$ cat src/hw/fpes_pkg.sv
// Purpose: shared constants for the flash program/erase/suspend sequencer
// Assumes: 10 MHz ref_clk, SPI mode 0 from the host
// Notes: times are in nanoseconds; the resume cycle count is derived from them
package fpes_pkg;
	// Clock period of ref_clk in ns
	localparam int unsigned CLK_PERIOD_NS = 100;
	// Opcodes
	localparam logic [7:0] OP_WREN = 8'h06;
	localparam logic [7:0] OP_WRSR = 8'h01;
	localparam logic [7:0] OP_PP = 8'h02;
	localparam logic [7:0] OP_QPP = 8'h32;
	localparam logic [7:0] OP_SECPP = 8'h42;
	localparam logic [7:0] OP_SE = 8'h20;
	localparam logic [7:0] OP_BE32 = 8'h52;
	localparam logic [7:0] OP_BE64 = 8'hd8;
	localparam logic [7:0] OP_CE1 = 8'hc7;
	localparam logic [7:0] OP_CE2 = 8'h60;
	localparam logic [7:0] OP_SECER = 8'h44;
	localparam logic [7:0] OP_SUSP = 8'h75;
	localparam logic [7:0] OP_RESM = 8'h7a;
	localparam logic [7:0] OP_RDSR = 8'h05;
	// Page geometry
	localparam int unsigned PAGE_BYTES = 256;
	localparam int unsigned ADDR_BITS = 24;
	// Bit counts of the command phases
	localparam logic [5:0] OPC_BITS = 6'h08;
	localparam logic [5:0] ADDR_END_BITS = 6'h20;
	// Resume sets busy within this time
	localparam int unsigned RESUME_BUSY_NS = 200;
	localparam int unsigned RESUME_BUSY_CYC = (RESUME_BUSY_NS / CLK_PERIOD_NS) < 1 ? 1 :
		(RESUME_BUSY_NS / CLK_PERIOD_NS);
	// Default self-timed cycle counts (shortened by top parameters)
	localparam int unsigned PROG_CYC_DEF = 4000;
	localparam int unsigned SECTOR_ERASE_CYC_DEF = 500000;
	localparam int unsigned HALF_BLOCK_ERASE_CYC_DEF = 1600000;
	localparam int unsigned FULL_BLOCK_ERASE_CYC_DEF = 1500000;
	localparam int unsigned ARRAY_ERASE_CYC_DEF = 400000000;
	localparam int unsigned SUSPEND_CYC_DEF = 200;
	// Kinds of internal operation
	typedef enum logic [2:0] {
		FPES_OP_PROG,
		FPES_OP_SECTOR,
		FPES_OP_HALF,
		FPES_OP_FULL,
		FPES_OP_ARRAY
	} fpes_op_e;
endpackage

$ cat src/hw/fpes_seq.sv
// Purpose: program, erase and suspend sequencer of a serial NOR flash
// Assumes: host runs SPI mode 0; pins are asynchronous to ref_clk
// Notes: array itself is outside; this block issues write strobes
// Operation
// - Quad program needs quad enable bit set
// - Quad program: 32h, address, quad data
// - Up to 256 bytes into page buffer
// - 20h erases addressed 4K sector
// - 52h erases addressed 32K block
// - D8h erases addressed 64K block
// - C7h or 60h erases whole array
// - Program/erase refused without write enable latch
// - Chip select late rise discards command
// - Busy set during self-timed cycle
// - Write enable latch cleared on completion
// - Protected regions are never programmed or erased; whole-array erase checks any block-protect bit and the lock at address 0
// - Suspend only while busy, not suspended
// - Suspend ignored during whole-array erase
// - Erase suspended refuses status write, erases
// - Program suspended refuses status write, programs
// - Suspend flag immediate, busy clears within latency
// - Other regions usable while suspended
// - Power loss reset clears suspend flag
// - Page addressing wraps at 256 bytes
// - Resume clears flag, busy within 200ns
`timescale 1ns/1ps
module fpes_seq
	import fpes_pkg::*;
#(
	parameter int unsigned PROG_CYC = PROG_CYC_DEF,
	parameter int unsigned SECTOR_ERASE_CYC = SECTOR_ERASE_CYC_DEF,
	parameter int unsigned HALF_BLOCK_ERASE_CYC = HALF_BLOCK_ERASE_CYC_DEF,
	parameter int unsigned FULL_BLOCK_ERASE_CYC = FULL_BLOCK_ERASE_CYC_DEF,
	parameter int unsigned ARRAY_ERASE_CYC = ARRAY_ERASE_CYC_DEF,
	parameter int unsigned SUSPEND_CYC = SUSPEND_CYC_DEF
) (
	input wire logic ref_clk,
	input wire logic rst,
	input wire logic cs_n,
	input wire logic sclk,
	input wire logic [3:0] io_in,
	input wire logic quad_enable_bit,
	input wire logic protect_complement,
	input wire logic sector_granularity_select,
	input wire logic top_bottom_select,
	input wire logic block_protect_hi,
	input wire logic block_protect_mid,
	input wire logic block_protect_lo,
	input wire logic region_locked,
	output logic busy,
	output logic write_enable_latch,
	output logic suspend_flag,
	output logic [23:0] lock_query_addr,
	output logic wr_stb,
	output logic [23:0] wr_addr,
	output logic [7:0] wr_data,
	output logic erase_stb,
	output logic [2:0] erase_kind,
	output logic [23:0] erase_addr,
	output logic status_write_ok
);
	import fpes_pkg::*;
	initial begin
		if (PROG_CYC < 1 || SUSPEND_CYC < 1 || SECTOR_ERASE_CYC < 1 || ARRAY_ERASE_CYC < 1
			|| HALF_BLOCK_ERASE_CYC < 1 || FULL_BLOCK_ERASE_CYC < 1)
			$error("fpes_seq: cycle counts must be at least one");
	end
	////////////////////////////////////////////////////////////////////////////////
	// Pin synchronisers
	logic cs_n_s, sclk_s, sclk_d;
	logic [3:0] io_s;
	fpes_sync #(.RESET_VAL(1'b1)) u_cs (.clk(ref_clk), .rst(rst), .d(cs_n), .q(cs_n_s));
	fpes_sync #(.RESET_VAL(1'b0)) u_ck (.clk(ref_clk), .rst(rst), .d(sclk), .q(sclk_s));
	genvar gi;
	generate
		for (gi = 0; gi < 4; gi++) begin : g_io
			fpes_sync #(.RESET_VAL(1'b0)) u_io (.clk(ref_clk), .rst(rst), .d(io_in[gi]), .q(io_s[gi]));
		end
	endgenerate
	logic sclk_rise; // Rising edge pulse of the serial clock
	logic cs_d; // Delayed chip select
	logic cs_rise; // Frame end pulse
	always_ff @(posedge ref_clk) begin
		if (rst) begin
			sclk_d <= 1'b0;
			cs_d <= 1'b1;
		end else begin
			sclk_d <= sclk_s;
			cs_d <= cs_n_s;
		end
	end
	assign sclk_rise = sclk_s & ~sclk_d & ~cs_n_s;
	assign cs_rise = cs_n_s & ~cs_d;
	////////////////////////////////////////////////////////////////////////////////
	// Frame shifter
	logic [7:0] opcode, data_byte;
	logic [23:0] addr;
	logic data_valid, byte_done;
	logic [5:0] bit_cnt;
	logic [8:0] data_cnt;
	fpes_shift u_shift (
		.ref_clk(ref_clk), .rst(rst), .cs_n_s(cs_n_s), .sclk_rise(sclk_rise), .io_s(io_s),
		.opcode(opcode), .addr(addr), .data_byte(data_byte), .data_valid(data_valid),
		.byte_done(byte_done), .bit_cnt(bit_cnt), .data_cnt(data_cnt)
	);
	////////////////////////////////////////////////////////////////////////////////
	// Page buffer filled during a program frame
	logic [7:0] page_mem [PAGE_BYTES];
	logic [PAGE_BYTES-1:0] page_vld_reg;
	logic [7:0] wptr_reg; // Wrapping byte pointer in the page
	logic buf_open; // Frame is a program that may load the buffer
	// Pointer follows the low address byte until the first data byte lands
	always_ff @(posedge ref_clk) begin
		if (rst || data_cnt == 9'h000) begin
			wptr_reg <= addr[7:0];
		end else if (data_valid && buf_open) begin
			page_mem[wptr_reg] <= data_byte;
			wptr_reg <= wptr_reg + 8'h01;
		end
	end
	// Byte valid map; status reads and frames during a parked program leave it alone
	always_ff @(posedge ref_clk) begin
		if (rst)
			page_vld_reg <= '0;
		else if (!cs_n_s && data_cnt == 9'h000 && bit_cnt >= OPC_BITS && buf_open)
			page_vld_reg <= '0;
		else if (data_valid && buf_open)
			page_vld_reg[wptr_reg] <= 1'b1;
	end
	////////////////////////////////////////////////////////////////////////////////
	// Protection: block-protect bits or a lock on the addressed region
	logic bp_any; // Any protection configured
	assign bp_any = block_protect_hi | block_protect_mid | block_protect_lo | protect_complement;
	assign lock_query_addr = addr;
	logic region_prot; // Addressed region is protected
	always_comb begin
		region_prot = region_locked;
		if (bp_any) begin
			// Coarse map: protect top or bottom span chosen by the select bits
			region_prot = region_locked | (addr[23] == ~top_bottom_select) ^ protect_complement
				| (sector_granularity_select & addr[23:22] == {~top_bottom_select, ~top_bottom_select});
		end
	end
	////////////////////////////////////////////////////////////////////////////////
	// Command decode at frame end
	logic frame_ok; // Ended on a byte boundary
	logic is_prog, is_erase, is_array;
	assign frame_ok = byte_done
		&& (bit_cnt == OPC_BITS || bit_cnt == ADDR_END_BITS || data_cnt != 9'h000);
	assign is_prog = (opcode == OP_PP) || (opcode == OP_QPP);
	assign is_array = (opcode == OP_CE1) || (opcode == OP_CE2);
	assign is_erase = (opcode == OP_SE) || (opcode == OP_BE32) || (opcode == OP_BE64) || is_array;
	// Suspended operation kind
	fpes_op_e op_reg, susp_op_reg;
	logic susp_is_erase;
	assign susp_is_erase = suspend_flag && susp_op_reg != FPES_OP_PROG;
	// A parked program keeps its page; only an idle, unblocked program reloads it
	assign buf_open = is_prog && !busy && !(suspend_flag && !susp_is_erase);
	logic refuse; // Command refused in current state
	always_comb begin
		refuse = busy || !write_enable_latch;
		if (opcode == OP_QPP && !quad_enable_bit) refuse = 1'b1;
		if (is_prog && (bit_cnt != ADDR_END_BITS || data_cnt == 9'h000)) refuse = 1'b1;
		if (is_erase && !is_array && (bit_cnt != ADDR_END_BITS || data_cnt != 9'h000)) refuse = 1'b1;
		if (is_array && bit_cnt != OPC_BITS) refuse = 1'b1;
		if (is_erase && susp_is_erase) refuse = 1'b1;
		if (is_prog && suspend_flag && !susp_is_erase) refuse = 1'b1;
		if (is_array ? (bp_any | region_locked) : region_prot) refuse = 1'b1;
	end
	logic start_op; // Accepted program or erase
	assign start_op = cs_rise && frame_ok && (is_prog || is_erase) && !refuse;
	assign status_write_ok = !suspend_flag;
	logic susp_cmd, resm_cmd, wren_cmd;
	assign susp_cmd = cs_rise && frame_ok && bit_cnt == OPC_BITS && opcode == OP_SUSP;
	assign resm_cmd = cs_rise && frame_ok && bit_cnt == OPC_BITS && opcode == OP_RESM;
	assign wren_cmd = cs_rise && frame_ok && bit_cnt == OPC_BITS && opcode == OP_WREN && !busy;
	////////////////////////////////////////////////////////////////////////////////
	// Self-timed cycle sequencer
	typedef enum logic [1:0] {FPES_IDLE, FPES_RUN, FPES_SUSPING, FPES_RESUMING} fpes_state_e;
	fpes_state_e st_reg;
	logic [31:0] cnt_reg; // Remaining cycles of the operation
	logic [31:0] lat_reg; // Suspend or resume latency counter
	logic [23:0] op_addr_reg;
	logic [31:0] susp_cnt_reg; // Remaining cycles parked by a suspend
	logic [23:0] susp_addr_reg; // Target address parked by a suspend
	logic [8:0] prog_idx_reg; // Page write-out index
	logic susp_ok;
	assign susp_ok = busy && !suspend_flag && st_reg == FPES_RUN && op_reg != FPES_OP_ARRAY;
	function automatic logic [31:0] op_len(input fpes_op_e k);
		unique case (k)
			FPES_OP_PROG: op_len = 32'(PROG_CYC);
			FPES_OP_SECTOR: op_len = 32'(SECTOR_ERASE_CYC);
			FPES_OP_HALF: op_len = 32'(HALF_BLOCK_ERASE_CYC);
			FPES_OP_FULL: op_len = 32'(FULL_BLOCK_ERASE_CYC);
			FPES_OP_ARRAY: op_len = 32'(ARRAY_ERASE_CYC);
		endcase
	endfunction
	fpes_op_e new_op;
	always_comb begin
		unique case (opcode)
			OP_SE: new_op = FPES_OP_SECTOR;
			OP_BE32: new_op = FPES_OP_HALF;
			OP_BE64: new_op = FPES_OP_FULL;
			OP_PP, OP_QPP: new_op = FPES_OP_PROG;
			default: new_op = FPES_OP_ARRAY;
		endcase
	end
	// Sequencer state, busy and suspend flag
	always_ff @(posedge ref_clk) begin
		if (rst) begin
			st_reg <= FPES_IDLE;
			busy <= 1'b0;
			suspend_flag <= 1'b0;
			cnt_reg <= 32'h00000000;
			lat_reg <= 32'h00000000;
			op_reg <= FPES_OP_PROG;
			susp_op_reg <= FPES_OP_PROG;
			op_addr_reg <= 24'h000000;
			susp_cnt_reg <= 32'h00000000;
			susp_addr_reg <= 24'h000000;
		end else begin
			unique case (st_reg)
				FPES_IDLE: begin
					if (start_op) begin
						st_reg <= FPES_RUN;
						busy <= 1'b1;
						op_reg <= new_op;
						op_addr_reg <= addr;
						cnt_reg <= op_len(new_op);
					end else if (resm_cmd && suspend_flag) begin
						suspend_flag <= 1'b0;
						op_reg <= susp_op_reg;
						cnt_reg <= susp_cnt_reg; // Parked work picks up where it stopped
						op_addr_reg <= susp_addr_reg;
						st_reg <= FPES_RESUMING;
						lat_reg <= 32'(RESUME_BUSY_CYC - 1);
					end
				end
				FPES_RUN: begin
					if (susp_cmd && susp_ok) begin
						suspend_flag <= 1'b1;
						susp_op_reg <= op_reg;
						susp_cnt_reg <= cnt_reg; // An operation in the gap must not lose this work
						susp_addr_reg <= op_addr_reg;
						st_reg <= FPES_SUSPING;
						lat_reg <= 32'(SUSPEND_CYC - 1);
					end else if (cnt_reg <= 32'h00000001) begin
						st_reg <= FPES_IDLE;
						busy <= 1'b0;
					end else begin
						cnt_reg <= cnt_reg - 32'h00000001;
					end
				end
				FPES_SUSPING: begin
					if (lat_reg == 32'h00000000) begin
						busy <= 1'b0;
						st_reg <= FPES_IDLE;
					end else
						lat_reg <= lat_reg - 32'h00000001;
				end
				FPES_RESUMING: begin
					if (lat_reg == 32'h00000000) begin
						busy <= 1'b1;
						st_reg <= FPES_RUN;
					end else
						lat_reg <= lat_reg - 32'h00000001;
				end
			endcase
		end
	end
	// Write enable latch: set by write enable, cleared at completion
	logic op_done;
	assign op_done = st_reg == FPES_RUN && !(susp_cmd && susp_ok) && cnt_reg <= 32'h00000001;
	always_ff @(posedge ref_clk) begin
		if (rst)
			write_enable_latch <= 1'b0;
		else if (wren_cmd)
			write_enable_latch <= 1'b1;
		else if (op_done)
			write_enable_latch <= 1'b0;
	end
	// Array strobes at completion; program writes one byte per cycle
	always_ff @(posedge ref_clk) begin
		if (rst) begin
			erase_stb <= 1'b0;
			erase_kind <= 3'h0;
			erase_addr <= 24'h000000;
			wr_stb <= 1'b0;
			wr_addr <= 24'h000000;
			wr_data <= 8'h00;
			prog_idx_reg <= 9'h100;
		end else begin
			erase_stb <= op_done && op_reg != FPES_OP_PROG;
			erase_kind <= op_reg;
			erase_addr <= op_addr_reg;
			wr_stb <= 1'b0;
			if (op_done && op_reg == FPES_OP_PROG)
				prog_idx_reg <= 9'h000;
			else if (!prog_idx_reg[8]) begin
				prog_idx_reg <= prog_idx_reg + 9'h001;
				wr_stb <= page_vld_reg[prog_idx_reg[7:0]];
				wr_addr <= {op_addr_reg[23:8], prog_idx_reg[7:0]};
				wr_data <= page_mem[prog_idx_reg[7:0]];
			end
		end
	end
	////////////////////////////////////////////////////////////////////////////////
	// Checks
	chk_latch_clear: assert property (@(posedge ref_clk) disable iff (rst)
		$fell(busy) && !suspend_flag |-> !write_enable_latch) else $error("latch not cleared");
	chk_susp_busy: assert property (@(posedge ref_clk) disable iff (rst)
		$rose(suspend_flag) |-> busy ##[1:300] !busy) else $error("busy not cleared after suspend");
	chk_resume_busy: assert property (@(posedge ref_clk) disable iff (rst)
		$fell(suspend_flag) |-> ##[1:2] busy) else $error("busy late after resume");
	chk_start_latch: assert property (@(posedge ref_clk) disable iff (rst)
		start_op |-> write_enable_latch) else $error("op without latch");
	chk_quad_needs_enable: assert property (@(posedge ref_clk) disable iff (rst)
		start_op && opcode == OP_QPP |-> quad_enable_bit) else $error("quad without enable");
	chk_array_nosusp: assert property (@(posedge ref_clk) disable iff (rst)
		st_reg == FPES_RUN && op_reg == FPES_OP_ARRAY |=> !$rose(suspend_flag)) else $error("array suspended");
	chk_busy_ignore: assert property (@(posedge ref_clk) disable iff (rst)
		busy |-> !start_op) else $error("command taken while busy");
	chk_prot: assert property (@(posedge ref_clk) disable iff (rst)
		start_op |-> !region_prot) else $error("protected op");
endmodule // fpes_seq

$ cat src/hw/fpes_shift.sv
// Purpose: SPI frame shifter, single or quad input
// Assumes: synchronised cs_n, clock edge pulse and io levels
// Notes: counts bits; reports opcode, address and each data byte
`timescale 1ns/1ps
module fpes_shift
	import fpes_pkg::*;
(
	input wire logic ref_clk,
	input wire logic rst,
	input wire logic cs_n_s,
	input wire logic sclk_rise,
	input wire logic [3:0] io_s,
	output logic [7:0] opcode,
	output logic [23:0] addr,
	output logic [7:0] data_byte,
	output logic data_valid,
	output logic byte_done,
	output logic [5:0] bit_cnt,
	output logic [8:0] data_cnt
);
	import fpes_pkg::*;
	logic [7:0] sh_reg;
	logic [2:0] sub_reg;
	logic quad;
	// Quad lanes carry the data after the address of a quad program
	assign quad = (bit_cnt == ADDR_END_BITS) && (opcode == OP_QPP);
	// Shifting and byte counting
	always_ff @(posedge ref_clk) begin
		if (rst || cs_n_s) begin
			sh_reg <= 8'h00;
			sub_reg <= 3'h0;
			bit_cnt <= 6'h00;
			opcode <= 8'h00;
			addr <= 24'h000000;
			data_byte <= 8'h00;
			data_valid <= 1'b0;
			byte_done <= 1'b0;
			data_cnt <= 9'h000;
		end else begin
			data_valid <= 1'b0;
			if (sclk_rise) begin
				byte_done <= 1'b0;
				if (bit_cnt < ADDR_END_BITS) begin
					// Opcode and address come in on one line
					bit_cnt <= bit_cnt + 6'h01;
					if (bit_cnt < OPC_BITS)
						opcode <= {opcode[6:0], io_s[0]};
					else
						addr <= {addr[22:0], io_s[0]};
					byte_done <= (bit_cnt[2:0] == 3'h7);
				end else if (quad) begin
					// Four bits per edge
					sh_reg <= {sh_reg[3:0], io_s};
					sub_reg <= sub_reg + 3'h4;
					if (sub_reg == 3'h4) begin
						data_byte <= {sh_reg[3:0], io_s};
						data_valid <= 1'b1;
						byte_done <= 1'b1;
						data_cnt <= data_cnt + 9'h001;
					end
				end else begin
					sh_reg <= {sh_reg[6:0], io_s[0]};
					sub_reg <= sub_reg + 3'h1;
					if (sub_reg == 3'h7) begin
						data_byte <= {sh_reg[6:0], io_s[0]};
						data_valid <= 1'b1;
						byte_done <= 1'b1;
						data_cnt <= data_cnt + 9'h001;
					end
				end
			end
		end
	end
endmodule // fpes_shift

$ cat src/hw/fpes_sync.sv
// Purpose: two-stage synchroniser for one bit
// Assumes: input is asynchronous to clk
// Notes: first stage feeds only the second
`timescale 1ns/1ps
module fpes_sync #(
	parameter logic RESET_VAL = 1'b0
) (
	input wire logic clk,
	input wire logic rst,
	input wire logic d,
	output logic q
);
	logic meta_reg;
	// Two flops in series
	always_ff @(posedge clk) begin
		if (rst) begin
			meta_reg <= RESET_VAL;
			q <= RESET_VAL;
		end else begin
			meta_reg <= d;
			q <= meta_reg;
		end
	end
endmodule // fpes_sync

$ cat config.mk
export PLATFORM = sky130hd
export DESIGN_NAME = fpes_seq
export DESIGN_NICKNAME = d
export VERILOG_FILES = /design/src/hw/fpes_pkg.sv /design/src/hw/fpes_seq.sv /design/src/hw/fpes_shift.sv /design/src/hw/fpes_sync.sv
export SDC_FILE = /design/constraint.sdc
export NUM_CORES = 2
export LEC_CHECK = 0
export BUFFER_PORTS_ARGS = -buffer_cell sky130_fd_sc_hd__buf_4
export CORE_ASPECT_RATIO = 1.2
export CORE_MARGIN = 3
export CORE_UTILIZATION = 63
export DETAILED_ROUTE_END_ITERATION = 6
export PLACE_DENSITY_LB_ADDON = 0.25
export SETUP_SLACK_MARGIN = 0.2
export SYNTH_ARGS = -nofsm -noshare
export SYNTH_HDL_FRONTEND = slang
export SYNTH_SLANG_ARGS = --single-unit
$ cat constraint.sdc
create_clock -name ref_clk -period 6.11 [get_ports ref_clk]
set_clock_uncertainty 0.1 [all_clocks]
set_input_delay 0 -clock ref_clk [delete_from_list [all_inputs] [get_ports ref_clk]]
set_output_delay 0 -clock ref_clk [all_outputs]
set_load 0.01 [all_outputs]
==> impl_metrics.ini <==
[status]
status = finished clean

[die]
die_h_um = 448
io_pins = 105
dieArea_um2 = 168000
core_um2 = 161000
initial_core_util = 0.638
rows = 161
fp.dieW_um = 375

[synthesis]
synth_edf_count = 2056
ys_ff_latch = 2618
ys_seq_area_frac = 0.710
postSynthAreaPerCell_um2 = 16.0
synthCells = 6414
ys_async_sr_fraction = 0
synth_fp_nets = 6450
yosysWarningCount = 0
yosysUniqueCellTypes = 95
synth_top_flop_cell = edfxtp_1
netlist_area_um2 = 103000

[global_route]
grt_overflow = 0
grt_pass1_vias = 59401
antenna_found_initial = 10
gr-usage-all-layers = 0.333
grt_max_degree = 170
grt_pass1_wl_um = 408000

[worst_setup_path]
crit_path_end_kind = flop
timing.critical_path.required_ns = 6.51
r2r_cells = 7
critPathLaunch = u_shift.opcode[7]
rr_startpoint = u_shift.opcode[7]
start_kind = flop
r2r_setup_slack_ns = 0.90
worstPathMaxFanout = 16
arrival_ns = 5.61
r2r-end = page_mem[252][1]
path_class = flop to flop

[place]
gp_congestion = 0.925
hpwl_um = 163000
dpl_worst_slack_ns = 1.18
port_buffers = 104

[routing]
postRouteAntennaNets = 0
wl_um = 278000
drcViolationCount = 0
wl_per_cell_um = 31.6
drtPass1Iterations = 7
drt_iter0_drc = 9349
num_vias = 61090
via_per_inst = 6.94

[sta]
layout_setup_ws_ns = 0.897
fmax_mhz = 192
maxSlewHeadroom = 0.0607
fin_crit_sh = 0.853
period_needed_ns = 5.21
setup_viol = 0
finalHoldViolCount = 0
final.setup.tns_ns = 0
rsz0062_at_grt = no
tightest_slew_ns = 1.40
slew_viol_final = 0
hold_ws_ns = 0.100

[layout]
largest_register_ffs = 2048
drive_gt1_frac = 0.185
syn_to_final_growth_pct = 10.5
mostFrequentLayoutCells = edfxtp_1 (2,056), nor2_1 (715), dfxtp_1 (548)
final_common_cell = edfxtp_1
nNetsFinal = 6511
fin_util = 0.704

[clock_tree]
htree_levels = 4
cts_tree = done
cts_num_sinks = 2618
cts.path.max_buffers = 3
cts.clk_slew.worst_paths_ns = 0.07
cts_buffers = 229
root_buffer = clkbuf_16
worstSkewPairLatency_ns = 0.88

[worst_hold_path]
min_path_cells = 7
min_from = protect_complement
worstHoldEndpoint = cnt_reg[24]
min_path_type = input pin to flop

[power_and_ir_drop]
p_leak_uw = 0.0357
cellPowerDensity_nw_per_um2 = 320
max-vdd-ir-drop_mv = 0.291
p_total_uw = 36400

[run]
max_cap_viol_count = 0
-- cell usage after synthesis, types with 43 or more instances --
| master | n | share of area |
|---|---|---|
| a22oi_1 | 74 | 0.0054 |
| nor2_1 | 717 | 0.026 |
| nor3_1 | 68 | 0.0033 |
| mux2i_1 | 203 | 0.020 |
| nand2_1 | 418 | 0.015 |
| nand3_1 | 56 | 0.0027 |
| a21oi_1 | 472 | 0.023 |
| edfxtp_1 | 2056 | 0.60 |
| nor2b_1 | 66 | 0.0040 |
| clkbuf_1 | 252 | 0.0092 |
| dfxtp_1 | 562 | 0.11 |
| a211oi_1 | 79 | 0.0058 |
| buf_2 | 105 | 0.0051 |
| buf_4 | 43 | 0.0031 |
| mux4_2 | 527 | 0.12 |
| o22ai_1 | 49 | 0.0030 |
| o21ai_0 | 89 | 0.0043 |
-- stage by stage --
| stage | std cells | area [um2] |
|---|---|---|
| final | 8808 | 113000 |
| after global routing | 8799 | 113000 |
| after CTS | 8798 | 113000 |
| after detailed placement | 8347 | 106000 |
| after global placement | 8347 | 106000 |
| after floorplan | 6414 | 103000 |
-- critical path, stage by stage, from the launching register on --
cell     delay [ns]
dfxtp_1        0.38
or4_4          0.60
or4_4          0.49
nor3_2         0.39
and2_2         0.33
and3_1         0.68
nand3_1        0.92
nor2_1         0.94
-- worst max-delay path by stage --
stage | endpoint | slack (ns)
after floorplan | page_mem[0][1] | 1.76
after global placement | page_mem[125][6] | 1.17
after detailed placement | page_mem[252][6] | 1.18
after CTS | page_mem[252][1] | 1.12
after global routing | page_mem[252][2] | 0.95
final | page_mem[252][1] | 0.90
-- cells by family (layout without fill, tap and decap cells) --
group | count (synthesis) | after routing | synth area share
other | 0 | 10 | 0
flip-flops | 2618 | 2618 | 0.710
XOR/XNOR | 50 | 50 | 0.00426
multiplexers | 744 | 744 | 0.137
AND/OR/NAND/NOR | 1539 | 1539 | 0.0663
AO/OA/AOI/OAI | 978 | 978 | 0.0593
adder cells (fa/ha/maj) | 20 | 20 | 0.00244
buffers and inverters | 465 | 730 | 0.0204
-- report_power, final --
group / switching (uW) / total (uW) / internal, uW
clock network: 6500 / 14600 / 8150
logic: 1400 / 2470 / 1060
registers: 182 / 19200 / 19100
-- routing by layer --
layer | wire [um] | up-vias | global-route usage
li1 | - | 25032 | -
met1 | 96100 | 30542 | 0.434
met2 | 133000 | 4607 | 0.529
met3 | 32500 | 905 | 0.0741
met4 | 17100 | 4 | 0.183
met5 | 27 | - | 0
-- final cells by class --
class	instances	area, um2
fill	9844	47700
clock inverter	140	1490
inverter	25	98.8
multi-input combinational	3331	27800
timing repair buffer	270	2300
antenna	10	25.0
sequential	2618	73000
tap	2119	2650
clock buffer	295	6110
-- what timing repair did --
item                                   CTS  global route
hold buffers                            16             0
gates resized for setup                  0             0
endpoints found under the hold margin  102             0
setup buffers                            0             0
No activity file was read; power rests on OpenSTA's default activity.
